[src/hw/rft_pkg.sv]
package rft_pkg;
  localparam logic [7:0] RFT_ADDR_RGB_CTRL = 8'hB0;
  localparam logic [7:0] RFT_ADDR_FR_NORMAL = 8'hB1;
  localparam logic [7:0] RFT_ADDR_FR_PARTIAL = 8'hB2;
  localparam logic [7:0] RFT_ADDR_FR_IDLE = 8'hB3;
  localparam logic [7:0] RFT_ADDR_INV_CTRL = 8'hB4;
  localparam logic [7:0] RFT_ADDR_STATUS = 8'hB8;
  localparam logic [7:0] RFT_ADDR_MODE = 8'hB9;

  localparam logic [7:0] RFT_RST_RGB_CTRL = 8'h40;
  localparam logic [15:0] RFT_RST_FR = 16'h920B;
  localparam logic [7:0] RFT_RST_INV_CTRL = 8'h01;
  localparam logic [7:0] RFT_RST_MODE = 8'h00;

  localparam int RFT_BIT_BYPASS = 7;
  localparam int RFT_BIT_RCM_HI = 6;
  localparam int RFT_BIT_RCM_LO = 5;
  localparam int RFT_BIT_VSPL = 3;
  localparam int RFT_BIT_HSPL = 2;
  localparam int RFT_BIT_DPL = 1;
  localparam int RFT_BIT_EPL = 0;
  localparam int RFT_FR_H_HI = 15;
  localparam int RFT_FR_H_LO = 10;
  localparam int RFT_FR_DIV_HI = 9;
  localparam int RFT_FR_DIV_LO = 8;
  localparam int RFT_FR_V_HI = 4;
  localparam int RFT_FR_V_LO = 0;
  localparam int RFT_MODE_PARTIAL = 0;
  localparam int RFT_MODE_IDLE = 1;

  localparam int RFT_ACTIVE_CLOCKS = 240;
  localparam int RFT_ACTIVE_LINES = 320;
  localparam int RFT_SRC_H = 16;
  localparam int RFT_SRC_V = 4;

  typedef enum logic [1:0] {
    RFT_PORT_SYS0,
    RFT_PORT_SYS1,
    RFT_PORT_DE,
    RFT_PORT_SYNC
  } rft_port_mode_t;

  typedef enum logic [1:0] {
    RFT_INV_COLUMN,
    RFT_INV_DOT1,
    RFT_INV_DOT2,
    RFT_INV_RSVD
  } rft_inv_t;
endpackage

[src/hw/rft_timing.sv]
// Chosen here: the plain strobed port.
`timescale 1ns/100ps
// Notes on behaviour
// - a write to code B0h loads one 8-bit byte of path, mode and four polarities.
// - the port setting acts from the cycle after the write, frames are not awaited.
// - path bit 0 sends pixels straight to the shift register, 1 through memory.
// - vsync and hsync level bits make their input active low at 0, high at 1.
// - the pixel clock bit samples on the rising edge at 0, the falling edge at 1.
// - the data enable bit makes enable active high at 0, active low at 1.
// - port mode 00 and 01 pick the system interface, 10 DE mode, 11 sync mode.
// - code B1h holds two bytes of frame timing used only in normal mode.
// - byte one has extra clocks in 7:2 and divider in 1:0, byte two extra lines in 4:0.
// - divider codes 0 to 3 stretch one operation clock over 1 to 4 oscillator cycles.
// - all display timing steps on the divided clock enable.
// - a frame is div x (240+row pitch+extra clocks) x (320+interval+extra lines).
// - the row pitch term is a fixed clock count that lets the source latch a line.
// - code B2h has the same layout and is used only in partial mode.
// - code B3h has the same layout and is used only in idle mode.
// - inversion code 00 column, 01 one dot, 10 two dot, 11 reserved.
module rft_timing
  import rft_pkg::*;
#(
  parameter int SRC_H = RFT_SRC_H,
  parameter int SRC_V = RFT_SRC_V
)
(
  input wire logic i_clk,
  input wire logic i_rst_n,
  input wire logic [7:0] i_addr,
  input wire logic [15:0] i_wdata,
  input wire logic i_wr,
  input wire logic i_rd,
  output logic [15:0] o_rdata,
  input wire logic i_vsync,
  input wire logic i_hsync,
  input wire logic i_pclk,
  input wire logic i_de,
  input wire logic [17:0] i_pixel,
  output logic o_vsync_act,
  output logic o_hsync_act,
  output logic o_de_act,
  output logic o_pixel_stb,
  output logic [17:0] o_pixel,
  output logic o_pixel_to_mem,
  output logic o_pixel_to_shift,
  output logic [1:0] o_port_mode,
  output logic o_rgb_active,
  output logic [1:0] o_inv_mode,
  output logic o_op_tick,
  output logic o_line_start,
  output logic o_frame_start,
  output logic [8:0] o_line_num
);

  // register file, one flop group per command code
  logic [7:0] rgb_ctrl_q;
  logic [15:0] fr_normal_q;
  logic [15:0] fr_partial_q;
  logic [15:0] fr_idle_q;
  logic [1:0] inv_q;
  logic [1:0] mode_q;
  logic [15:0] rdata_q;
  logic [15:0] rdata_mux;

  // timing counters and their next values
  logic [1:0] div_cnt_q;
  logic [1:0] div_cnt_d;
  logic [8:0] clk_cnt_q;
  logic [8:0] clk_cnt_d;
  logic [8:0] line_cnt_q;
  logic [8:0] line_cnt_d;
  logic frame_start_q;
  logic line_start_q;

  // pixel port capture
  logic pclk_q;
  logic pix_stb_q;
  logic [17:0] pix_q;
  logic vs_q;
  logic hs_q;
  logic de_q;

  function automatic logic wr_hit(input logic [7:0] addr, input logic [7:0] code);
    wr_hit = (addr == code);
  endfunction

  function automatic logic [1:0] fr_div(input logic [15:0] fr);
    fr_div = fr[RFT_FR_DIV_HI:RFT_FR_DIV_LO];
  endfunction

  function automatic logic [5:0] fr_extra_clk(input logic [15:0] fr);
    fr_extra_clk = fr[RFT_FR_H_HI:RFT_FR_H_LO];
  endfunction

  function automatic logic [4:0] fr_extra_line(input logic [15:0] fr);
    fr_extra_line = fr[RFT_FR_V_HI:RFT_FR_V_LO];
  endfunction

  // write decode, one strobe per command code
  wire wr_rgb = i_wr && wr_hit(i_addr, RFT_ADDR_RGB_CTRL);
  wire wr_fr_normal = i_wr && wr_hit(i_addr, RFT_ADDR_FR_NORMAL);
  wire wr_fr_partial = i_wr && wr_hit(i_addr, RFT_ADDR_FR_PARTIAL);
  wire wr_fr_idle = i_wr && wr_hit(i_addr, RFT_ADDR_FR_IDLE);
  wire wr_inv = i_wr && wr_hit(i_addr, RFT_ADDR_INV_CTRL);
  wire wr_mode = i_wr && wr_hit(i_addr, RFT_ADDR_MODE);

  // the mode register picks which of the three timing sets runs
  wire sel_partial = mode_q[RFT_MODE_PARTIAL];
  wire sel_idle = mode_q[RFT_MODE_IDLE];
  // idle wins over partial, both set means reduced colour on a partial area
  wire [15:0] fr_sel = sel_idle ? fr_idle_q : (sel_partial ? fr_partial_q : fr_normal_q);
  wire [1:0] div_code = fr_div(fr_sel);
  wire [5:0] extra_clk = fr_extra_clk(fr_sel);
  wire [4:0] extra_line = fr_extra_line(fr_sel);

  // row pitch is fixed so the source always finishes latching
  wire [8:0] line_len = 9'(RFT_ACTIVE_CLOCKS + SRC_H) + 9'(extra_clk);
  wire [8:0] frame_len = 9'(RFT_ACTIVE_LINES + SRC_V) + 9'(extra_line);
  wire tick = (div_cnt_q == div_code);
  wire line_end = tick && (clk_cnt_q == line_len - 9'd1);
  wire frame_end = line_end && (line_cnt_q == frame_len - 9'd1);

  // a shorter line set mid-line lets the counter wrap once, one odd line only
  assign div_cnt_d = tick ? 2'b00 : div_cnt_q + 2'b01;
  assign clk_cnt_d = !tick ? clk_cnt_q : (line_end ? 9'h000 : clk_cnt_q + 9'h001);
  assign line_cnt_d = frame_end ? 9'h000 : (line_end ? line_cnt_q + 9'h001 : line_cnt_q);

  wire [1:0] rcm = rgb_ctrl_q[RFT_BIT_RCM_HI:RFT_BIT_RCM_LO];
  wire rgb_on = (rcm == RFT_PORT_DE) || (rcm == RFT_PORT_SYNC);
  // the pin xnor its polarity bit gives the vsync and hsync active level, the pin xor the bit gives enable
  wire vs_act = i_vsync ~^ rgb_ctrl_q[RFT_BIT_VSPL];
  wire hs_act = i_hsync ~^ rgb_ctrl_q[RFT_BIT_HSPL];
  wire de_act = i_de ^ rgb_ctrl_q[RFT_BIT_EPL];
  // pclk is sampled on the system clock, so it must run well below it
  wire pclk_rise = i_pclk && !pclk_q;
  wire pclk_fall = !i_pclk && pclk_q;
  wire pclk_edge = rgb_ctrl_q[RFT_BIT_DPL] ? pclk_fall : pclk_rise;
  wire pix_take = rgb_on && pclk_edge && (rcm == RFT_PORT_SYNC || de_act);

  always_ff @(posedge i_clk or negedge i_rst_n)
  begin
    if (!i_rst_n)
    begin
      rgb_ctrl_q <= RFT_RST_RGB_CTRL;
    end
    else if (wr_rgb)
    begin
      rgb_ctrl_q <= i_wdata[7:0];
    end
  end

  always_ff @(posedge i_clk or negedge i_rst_n)
  begin
    if (!i_rst_n)
    begin
      fr_normal_q <= RFT_RST_FR;
    end
    else if (wr_fr_normal)
    begin
      fr_normal_q <= i_wdata;
    end
  end

  always_ff @(posedge i_clk or negedge i_rst_n)
  begin
    if (!i_rst_n)
    begin
      fr_partial_q <= RFT_RST_FR;
    end
    else if (wr_fr_partial)
    begin
      fr_partial_q <= i_wdata;
    end
  end

  always_ff @(posedge i_clk or negedge i_rst_n)
  begin
    if (!i_rst_n)
    begin
      fr_idle_q <= RFT_RST_FR;
    end
    else if (wr_fr_idle)
    begin
      fr_idle_q <= i_wdata;
    end
  end

  // reserved code 11 is stored as written, the panel side must ignore it
  always_ff @(posedge i_clk or negedge i_rst_n)
  begin
    if (!i_rst_n)
    begin
      inv_q <= RFT_RST_INV_CTRL[1:0];
    end
    else if (wr_inv)
    begin
      inv_q <= i_wdata[1:0];
    end
  end

  always_ff @(posedge i_clk or negedge i_rst_n)
  begin
    if (!i_rst_n)
    begin
      mode_q <= RFT_RST_MODE[1:0];
    end
    else if (wr_mode)
    begin
      mode_q <= i_wdata[1:0];
    end
  end

  always_comb
  begin
    case (i_addr)
      RFT_ADDR_RGB_CTRL: rdata_mux = {8'h00, rgb_ctrl_q};
      RFT_ADDR_FR_NORMAL: rdata_mux = fr_normal_q;
      RFT_ADDR_FR_PARTIAL: rdata_mux = fr_partial_q;
      RFT_ADDR_FR_IDLE: rdata_mux = fr_idle_q;
      RFT_ADDR_INV_CTRL: rdata_mux = {14'h0000, inv_q};
      RFT_ADDR_MODE: rdata_mux = {14'h0000, mode_q};
      RFT_ADDR_STATUS: rdata_mux = {7'h00, line_cnt_q};
      default: rdata_mux = 16'h0000;
    endcase
  end

  // read data stands for one cycle only, zero otherwise
  always_ff @(posedge i_clk or negedge i_rst_n)
  begin
    if (!i_rst_n)
    begin
      rdata_q <= 16'h0000;
    end
    else if (i_rd)
    begin
      rdata_q <= rdata_mux;
    end
    else
    begin
      rdata_q <= 16'h0000;
    end
  end

  // the divider counts every cycle, the clock and line counters only advance on the divided enable
  always_ff @(posedge i_clk or negedge i_rst_n)
  begin
    if (!i_rst_n)
    begin
      div_cnt_q <= 2'b00;
    end
    else
    begin
      div_cnt_q <= div_cnt_d;
    end
  end

  always_ff @(posedge i_clk or negedge i_rst_n)
  begin
    if (!i_rst_n)
    begin
      clk_cnt_q <= 9'h000;
    end
    else
    begin
      clk_cnt_q <= clk_cnt_d;
    end
  end

  always_ff @(posedge i_clk or negedge i_rst_n)
  begin
    if (!i_rst_n)
    begin
      line_cnt_q <= 9'h000;
    end
    else
    begin
      line_cnt_q <= line_cnt_d;
    end
  end

  always_ff @(posedge i_clk or negedge i_rst_n)
  begin
    if (!i_rst_n)
    begin
      line_start_q <= 1'b0;
      frame_start_q <= 1'b0;
    end
    else
    begin
      line_start_q <= line_end;
      frame_start_q <= frame_end;
    end
  end

  always_ff @(posedge i_clk or negedge i_rst_n)
  begin
    if (!i_rst_n)
    begin
      pclk_q <= 1'b0;
    end
    else
    begin
      pclk_q <= i_pclk;
    end
  end

  always_ff @(posedge i_clk or negedge i_rst_n)
  begin
    if (!i_rst_n)
    begin
      pix_stb_q <= 1'b0;
    end
    else
    begin
      pix_stb_q <= pix_take;
    end
  end

  always_ff @(posedge i_clk or negedge i_rst_n)
  begin
    if (!i_rst_n)
    begin
      pix_q <= 18'h0_0000;
    end
    else if (pix_take)
    begin
      pix_q <= i_pixel;
    end
  end

  // sync levels read zero while the system interface is selected
  always_ff @(posedge i_clk or negedge i_rst_n)
  begin
    if (!i_rst_n)
    begin
      vs_q <= 1'b0;
      hs_q <= 1'b0;
      de_q <= 1'b0;
    end
    else
    begin
      vs_q <= rgb_on && vs_act;
      hs_q <= rgb_on && hs_act;
      de_q <= rgb_on && de_act;
    end
  end

  assign o_rdata = rdata_q;
  assign o_pixel_stb = pix_stb_q;
  assign o_pixel = pix_q;
  assign o_pixel_to_mem = pix_stb_q && rgb_ctrl_q[RFT_BIT_BYPASS];
  assign o_pixel_to_shift = pix_stb_q && !rgb_ctrl_q[RFT_BIT_BYPASS];
  assign o_vsync_act = vs_q;
  assign o_hsync_act = hs_q;
  assign o_de_act = de_q;
  assign o_port_mode = rcm;
  assign o_rgb_active = rgb_on;
  assign o_inv_mode = inv_q;
  assign o_op_tick = tick;
  assign o_line_start = line_start_q;
  assign o_frame_start = frame_start_q;
  assign o_line_num = line_cnt_q;
endmodule

[config.mk]
export PLATFORM = sky130hd
export DESIGN_NAME = rft_timing
export DESIGN_NICKNAME = d
export VERILOG_FILES = /design/src/hw/rft_pkg.sv /design/src/hw/rft_timing.sv
export SDC_FILE = /design/constraint.sdc
export NUM_CORES = 1
export LEC_CHECK = 0
export BUFFER_PORTS_ARGS = -buffer_cell sky130_fd_sc_hd__buf_2
export CORE_ASPECT_RATIO = 1.5
export CORE_MARGIN = 3
export CORE_UTILIZATION = 56
export DETAILED_ROUTE_END_ITERATION = 10
export PLACE_DENSITY = 0.9
export SLEW_MARGIN = 20
export SYNTH_ARGS = -nofsm -noshare
export SYNTH_HDL_FRONTEND = slang
export SYNTH_SLANG_ARGS = --single-unit
[constraint.sdc]
create_clock -name i_clk -period 3.7 [get_ports i_clk]
set_clock_uncertainty 0.2 [all_clocks]
set_input_delay 0.37 -clock i_clk [delete_from_list [all_inputs] [get_ports i_clk]]
set_output_delay 0.37 -clock i_clk [all_outputs]
set_load 0.005 [all_outputs]
[Word level (Yosys, flattened, before mapping)]
Cells that the tools add are included.
Word-level totals
  bits in registers: 121
  bits of input ports: 50
  output and inout port bits: 57
  word-level logic and storage cells: 72
Operators by class
  add/sub/neg operators: 7
  equality and inequality tests: 12
  muxes and demuxes: 9
  bitwise operators: 3
  reduce and logical (&&, ||, !) cells: 23
Operator list (count)
  one-hot mux 16 bit (7 select lines): 1
  equality test 8 bit (second input constant): 7
  two-way mux 16 bit: 3
  two-way mux 9 bit: 3
  adder 9 x 1 -> 9 bit (second input constant): 2
  equality test 9 bit: 2
  subtractor 9 x 1 -> 9 bit (second input constant): 2
  logical AND 1 bit: 17
  adder 9 x 5 -> 9 bit (first input constant): 1
  adder 9 x 6 -> 9 bit (first input constant): 1
  equality test 2 bit (second input constant): 2
  zero test 1 bit: 3
  adder 2 x 1 -> 2 bit (second input constant): 1
  equality test 2 bit: 1
  logical OR 1 bit: 2
  two-way mux 2 bit: 1
  nonzero test 2 bit: 1
  bitwise XNOR 1 bit: 2
  two-way mux 1 bit: 1
  XOR 1 bit: 1

[Longest topological paths before layout]
Gate-level depths: netlist of run 1.
  depth in word-level cells: 8
  depth in mapped cells: 12
  depth with buffers taken out: 10

[Worst setup path after synthesis of run 1]
Ideal clock, no wire load.
  kind: reg-to-reg
  start point: register mode_q[0]
  end point: register line_cnt_q[2], in the netlist o_line_num[2]
  arrival: 2.891 ns
  slack: 0.533 ns
  stages on the path, launching flop included: 13
  buffers on the path: 3
  period minus slack after synthesis: 3.167 ns
  cells stage by stage: dfrtp_1 -> buf_4 -> buf_8 -> mux2_2 -> mux2i_1 -> ha_1 -> o211a_1 -> nand4b_1 -> mux2i_1 -> or4_1 -> or3b_1 -> buf_2 -> o21ai_1
Between the ends
  word-level cells in the longest chain between the ends: 8
  elaborated cells between the ends (all ways): 13
  classes of those cells: add/sub (4); eq/ne (3); mux (3); reduce/logical (3)
Ends and longest elaborated chain
  from (decl): RTL line rft_timing.sv:61  | logic [1:0] mode_q;
  from (signal assigned): RTL line rft_timing.sv:205  | mode_q <= RFT_RST_MODE[1:0];
  from (signal assigned): RTL line rft_timing.sv:209  | mode_q <= i_wdata[1:0];
  two-way mux 16 bit * (2 in a row): RTL line rft_timing.sv:111  | wire [15:0] fr_sel = sel_idle ? fr_idle_q : (sel_partial ? fr_partial_q : fr_normal_q);
  adder 9 x 6 -> 9 bit: RTL line rft_timing.sv:117  | wire [8:0] line_len = 9'(RFT_ACTIVE_CLOCKS + SRC_H) + 9'(extra_clk);
  subtractor 9 x 1 -> 9 bit: RTL line rft_timing.sv:120  | wire line_end = tick && (clk_cnt_q == line_len - 9'd1);
  equality test 9 bit: RTL line rft_timing.sv:120
  logical AND 1 bit: RTL line rft_timing.sv:120
  logical AND 1 bit: RTL line rft_timing.sv:121  | wire frame_end = line_end && (line_cnt_q == frame_len - 9'd1);
  two-way mux 9 bit / nonzero test 2 bit (equally long branches)
  to (signal assigned): RTL line rft_timing.sv:277  | line_cnt_q <= line_cnt_d;
  to (decl): RTL line rft_timing.sv:70  | logic [8:0] line_cnt_q;
Every way passes the cells marked *; elsewhere a longest branch is shown, timed or not.
A chain may end at the register's enable or synchronous reset.

[Worst setup path after layout of run 1]
  start point: register mode_q[0]
  end point: register line_cnt_q[4], in the netlist o_line_num[4]
Same word-level chain as after synthesis.

==> results by group, run 1 <==
Status
  • Status: complete, no violations

Floorplan
  • Initial Util: 0.583
  • Core area: 10,300 µm²
  • Die X: 90.6 µm
  • # IOs: 107
  • # rows: 45
  • Die area: 12,000 µm²
  • Die span in y: 133 µm

Synthesis
  • Sequential-to-total area share from yosys stat: 0.508
  • YS warnings: 0
  • Synth cell count leaders: 101 x dfrtp_1, 81 x mux2_2, 79 x nand2_1
  • Largest cells by area after synthesis: dfrtp_1 42%, mux2_2 15%, dfstp_2 8.8%
  • Cell Area, Synth: 6010 µm²
  • Count leader, synth: dfrtp_1
  • Async set-reset flop share out of synthesis: 1.00
  • Post-Synthesis Cells: 535
  • Avg Synthesized Cell Area: 11.2 µm²
  • Area leader, netlist: dfrtp_1
  • Syn_nets: 589
  • Post-synthesis register bit count: 121
  • Area fraction of the dominant cell type after synthesis: 0.421
  • Main synth FF type: dfrtp_1
  • Post-synth EDFFs: 0
  • Post-synth cell types: 59

Routing
  • Vias per inst: 6.13
  • Initial DRC count: 500
  • Drt first pass iters: 7
  • WL final: 16,500 µm
  • Antenna Nets Post-Route: 0
  • # DRC: 0
  • Routed vias: 5,038
  • WL/cell: 20.1 µm

Worst setup path
  • CP cell instances: buf_4 > mux2_2 > mux2i_1 > nand4b_1 > mux2i_1 > or4_1 > or3b_1 > o21ai_1
  • Critical path arrival: 3510 ps
  • Critical Path Most Common Cell: mux2i_1
  • CP Max Fanout: 15
  • CP Capture Type: register
  • RR Startpoint: mode_q[0]
  • Type of origin of the critical path: register
  • Critical path type: reg -> reg
  • Data required time at the worst endpoint: 3830 ps
  • Slowest cell on crit path: or4_1
  • CP startpoint: mode_q[0]
  • Crit path largest cell delay: 590 ps

Global route
  • Largest net degree at the start of global routing: 62
  • GRT overflow: 0
  • GRT Util Overall: 0.285
  • Number of global-route vias before repair: 5,270
  • Initial antenna violation count: 0
  • First-pass GRT wire length: 26,500 µm

Min path
  • HP Start: i_wdata[10]
  • Hold crit path type: in -> reg

Power and ir drop
  • Comb pwr share: 0.140
  • Clock power share: 0.449
  • Switching Share: 0.277
  • Psw: 1.04 mW
  • Sequential Power Share: 0.411
  • Leak: 3.70 nW
  • Int Power: 2.71 mW
  • VDD IR max: 0.310 mV
  • Pwr dens: 500 nW/µm²

Run
  • MaxCap Viol Count: 0

Timing
  • Max Fclk: 0.296 GHz
  • RSZ-0062 raised after global routing: false
  • Slew headroom: 0.427
  • Setup violations, final: 0
  • Tmin final: 3380 ps
  • Setup TNS: 0 ps
  • Final number of max-transition violations: 0
  • Period utilization: 0.914
  • Worst-margin pin slew: 858 ps
  • Hold Vio Cnt, Final: 0

Clock tree
  • TritonCTS Buffers: 17
  • CTS tree: yes
  • Clock Path Buffers: 2
  • Clock sink total: 121
  • Worst-Skew Late Latency: 420 ps
  • Postcts setup bufs: 0
  • Clk pin slew, worst setup/hold paths: 60 ps
  • Root buf cell: clkbuf_16
  • Post-cts sizing count: 0
  • H-tree depth: 4

Place
  • Port Buffer Count: 106
  • GP Congestion: 0.977
  • HPWL Detailed: 11,000 µm
  • Placed cell count: 770

Cells and area
  • Post-route insts no fill: 822
  • Diodes inserted: 0
  • FILL cells: 660
  • Area growth syn-to-layout: 24.9%
  • Share of layout cells above drive strength 1: 0.388
  • NumNets Final: 722
==> power groups by stage <==
stage | logic, mW | clock network, mW | registers, mW
2_1_floorplan | 0.339 | 0 | 1.53
3_3_place_gp | 0.475 | 0 | 1.55
3_5_place_dp | 0.502 | 0 | 1.56
4_1_cts | 0.523 | 1.70 | 1.54
5_1_grt | 0.579 | 1.77 | 1.55
6_report | 0.525 | 1.68 | 1.54
==> kinds of logic after synthesis <==
logic type / after synthesis / synth area share
adder cells (fa/ha/maj): 4 / 0.00833
AND/OR/NAND/NOR: 177 / 0.144
buffers and inverters: 32 / 0.0244
flip-flops: 121 / 0.508
AO/OA/AOI/OAI: 81 / 0.101
XOR/XNOR: 21 / 0.0306
multiplexers: 99 / 0.184
==> worst paths after layout <==
| path | cells after the start | slack, ps | to |
|---|---|---|---|
| setup / recovery | 8 | 320 | o_line_num[4] |
| hold / removal | 2 | 20 | fr_normal_q[10] |
| setup reg to reg | 8 | 320 | o_line_num[4] |
| hold reg to reg | 2 | 270 | o_pixel[13] |
| max in group asynchronous | 3 | 1960 | fr_idle_q[9] |
| min in group asynchronous | 2 | 370 | o_vsync_act |
==> flip-flops by register name (all words and copies together) (netlist names) <==
signal / flops
rgb_ctrl_q: 8
fr_partial_q: 16
clk_cnt_q: 9
div_cnt_q: 2
fr_normal_q: 16
o_de_act: 1
o_line_start: 1
o_line_num: 9
pclk_q: 1
fr_idle_q: 16
o_hsync_act: 1
o_pixel_stb: 1
o_inv_mode: 2
o_rdata: 16
o_frame_start: 1
mode_q: 2
o_vsync_act: 1
o_pixel: 18
==> critical path, delay by kind of cell (launching register included) <==
family,cells,cell delay (ps)
flops,1,390
simple gates,3,1330
buf+inv,1,280
compound gates,1,200
mux,3,910
==> routing by layer <==
layer  vias to the layer above  GRT usage  routed length [µm]
met5                         -          0                   0
met4                         0      0.189                1040
met3                        93     0.0688                 936
met2                       253      0.491                8630
met1                      2494      0.307                5930
li1                       2198          -                   -
==> layout make-up <==
cell class / instances / area, µm² / area share
inverter: 5 / 18.8 / 0.00250
clock buffer: 17 / 425 / 0.0567
multi-input combinational: 382 / 2810 / 0.374
sequential: 121 / 3050 / 0.407
clock inverter: 15 / 176 / 0.0235
timing repair buffer: 141 / 846 / 0.113
tap: 141 / 176 / 0.0235
==> metrics by stage <==
| step | hold slack (ps) | util | setup WS, ps | instance area (µm²) | power (mW) |
|---|---|---|---|---|---|
| after floorplan | -126 | - | 533 | 6010 | 1.87 |
| after CTS | 7.01 | 0.728 | 354 | 7500 | 3.76 |
| after detailed placement | 257 | 0.650 | 380 | 6700 | 2.06 |
| after global placement | 251 | 0.650 | 571 | 6700 | 2.03 |
| after global routing | 6.23 | 0.728 | 114 | 7500 | 3.90 |
| final | 20.3 | 0.728 | 319 | 7500 | 3.75 |
==> cell usage in the layout (no fill, tap or decap), types with 7 or more instances in the layout <==
cell           count
dfstp_2           20
nor2_1            29
mux2_2            81
dfrtp_1          101
mux2i_1           17
and2_1            11
dlygate4sd3_1     20
inv_6              8
nor3_1             7
nor2b_1           10
xor2_1            11
xnor2_1           10
a22oi_1            9
clkbuf_16         17
o21ai_0            8
buf_4             16
nand2_1           79
buf_2            105
==> timing repair <==
| action | 4_1_cts | 5_1_grt |
|---|---|---|
| endpoints found under the setup margin | 0 | 0 |
| endpoints found under the hold margin | 74 | 0 |
| hold buffers | 20 | 0 |
Power figures use the tool's default switching activity.
==> run 2, diff against run 1 <==
RECOVER_POWER = 50   (was not set)
==> results by group, run 2 (synthesis gave the netlist of run 1 again) <==
Status
  • Status: complete, but fails checks
  • Failing checks: capacitance limit, slew limit

Worst setup path
  • Reg2Reg Depth: 10 (+2)
  • Critical path type: reg -> reg
  • RR Startpoint: mode_q[0]
  • Type of origin of the critical path: register
  • CP Capture Type: register
  • Data required time at the worst endpoint: 3790 ps (-40 ps)
  • Worst reg2reg setup slack: 280 ps (-40 ps)
  • Worst flop-to-flop path endpoint: o_line_num[2]
  • Critical path arrival: 3510 ps (about the same)
  • CP Max Fanout: 15 (unchanged)

Power and ir drop
  • Design Power: 3.74 mW (-0.14%)
  • VDD IR max: 0.310 mV (+0.25%)
  • Pwr dens: 502 nW/µm² (+0.50%)
  • Leak: 3.56 nW (-3.6%)

Routing
  • Routed vias: 5,033 (-0.099%)
  • WL final: 16,500 µm (about the same)
  • Initial DRC count: 535 (+7.0%)
  • Drt first pass iters: 6 (-1)
  • Antenna Nets Post-Route: 0 (unchanged)
  • Vias per inst: 6.12 (about the same)
  • WL/cell: 20.1 µm (about the same)
  • # DRC: 0 (unchanged)

Clock tree
  • CTS tree: yes
  • Clock Path Buffers: 2 (unchanged)
  • Root buf cell: clkbuf_16
  • Postcts setup bufs: 0 (unchanged)
  • Clock sink total: 121 (unchanged)
  • Post-cts sizing count: 0 (unchanged)
  • Clk pin slew, worst setup/hold paths: 60 ps (about the same)
  • TritonCTS Buffers: 17 (unchanged)
  • Worst-Skew Late Latency: 420 ps (about the same)
  • H-tree depth: 4 (unchanged)

Timing
  • Max Fclk: 0.292 GHz (-1.2%)
  • Hold Vio Cnt, Final: 0 (unchanged)
  • Setup violations, final: 0 (unchanged)
  • Tmin final: 3420 ps (+40.7 ps)
  • Worst Slack Setup Final: 278 ps (-40.7 ps)
  • Setup TNS: 0 ps (unchanged)
  • Final number of max-transition violations: 61 (+61)
  • Slew headroom: -0.00427 (-0.431)
  • Worst-margin pin slew: 1510 ps (+649 ps)
  • RSZ-0062 raised after global routing: false
  • Period utilization: 0.925 (+0.0110)

Min path
  • WHS Path Cells: 2 (unchanged)
  • HP Start: i_wdata[9]
  • Hold crit path type: in -> reg
  • Worst Hold End: fr_idle_q[9]

Cells and area
  • Number of flip-flops in the largest register: 18 (unchanged)
  • Share of layout cells above drive strength 1: 0.341 (-0.0470)
  • Commonest cells after routing, fill and taps aside: 101 x dfrtp_1, 81 x mux2_2, 79 x nand2_1, 76 x buf_2, 30 x clkbuf_1
  • Diodes inserted: 0 (unchanged)
  • Commonest non-fill, non-tap cell in the layout: dfrtp_1
  • NumNets Final: 722 (unchanged)
  • Area growth syn-to-layout: 24.1%

Global route
  • Largest net degree at the start of global routing: 62 (unchanged)
  • GRT overflow: 0 (unchanged)
  • GRT Util Overall: 0.285 (unchanged)
  • Number of global-route vias before repair: 5,270 (unchanged)
  • Initial antenna violation count: 0 (unchanged)
  • First-pass GRT wire length: 26,500 µm (unchanged)

Floorplan
  • Die area: 12,000 µm² (unchanged)
  • Initial Util: 0.583 (unchanged)
  • Die X: 90.6 µm (unchanged)
  • Core area: 10,300 µm² (unchanged)
  • # rows: 45 (unchanged)
  • # IOs: 107 (unchanged)
  • Die span in y: 133 µm (unchanged)

Place
  • Port Buffer Count: 106 (unchanged)
  • GP Congestion: 0.977 (unchanged)
  • HPWL Detailed: 11,000 µm (unchanged)
  • Placement Setup Slack: 380 ps (unchanged)

Run
  • MaxCap Viol Count: 1 (+1)
==> run 2: cell count changes in the layout (fill, tap and decap cells not counted) <==
| cell | delta |
|---|---|
| and2_1 | -4 |
| buf_4 | -4 |
| dfstp_2 | -2 |
| buf_2 | -29 |
| dfstp_1 | +2 |
| and2_0 | +4 |
| clkbuf_1 | +30 |
| clkbuf_2 | +3 |
==> run 2: timing repair <==
action	CTS	global route
hold endpoints to repair	74	0
endpoints found under the setup margin	0	0
hold buffers	20	0
==> run 2: cell type report <==
type / instances / area (µm²)
multi-input combinational: 382 / 2810
timing repair buffer: 141 / 798
clock inverter: 15 / 176
sequential: 121 / 3050
inverter: 5 / 18.8
clock buffer: 17 / 425
tap: 141 / 176
fill: 684 / 2850
==> run 2: report_power, final <==
| group | internal [mW] | switching [mW] |
|---|---|---|
| Sequential | 1.43 | 0.112 |
| Clock | 1.02 | 0.665 |
| Combinational | 0.256 | 0.263 |
==> run 2: metal layers <==
| layer | share of wire | wire [µm] | global-route usage |
|---|---|---|---|
| met5 | 0 | 0 | 0 |
| met4 | 0.069 | 1130 | 0.189 |
| met3 | 0.063 | 1040 | 0.0688 |
| met1 | 0.35 | 5820 | 0.307 |
| met2 | 0.52 | 8550 | 0.491 |
==> run 2: worst max-delay path, stage by stage (launching register included) <==
cell	delay [ps]
dfrtp_1	410
buf_4	230
mux2_2	260
mux2i_1	120
ha_1	270
or2_2	290
a2111oi_0	600
a31o_2	270
nand3_1	160
or3b_1	350
o21ai_1	130
==> run 2: metrics by stage <==
step | hold slack, ps | cell area [µm²] | utilization | instances
finish | 19.0 | 7450 | 0.723 | 822
global route | 6.23 | 7450 | 0.723 | 822
CTS | 7.01 | 7500 | 0.728 | 822
detailed placement | 257 | 6700 | 0.650 | 770
global placement | 251 | 6700 | 0.650 | 770
floorplan | -126 | 6010 | - | 535
==> run 2: worst max-delay path by stage <==
stage               from             to  slack [ps]  depth (start not counted)
6_report       mode_q[0]  o_line_num[2]         280                         10
5_1_grt        mode_q[0]  o_line_num[3]         110                         12
4_1_cts        mode_q[0]  o_line_num[2]         350                          8
3_5_place_dp   mode_q[0]  o_line_num[4]         380                          8
3_3_place_gp   mode_q[0]  o_line_num[2]         570                          8
2_1_floorplan  mode_q[0]  o_line_num[2]         530                         12
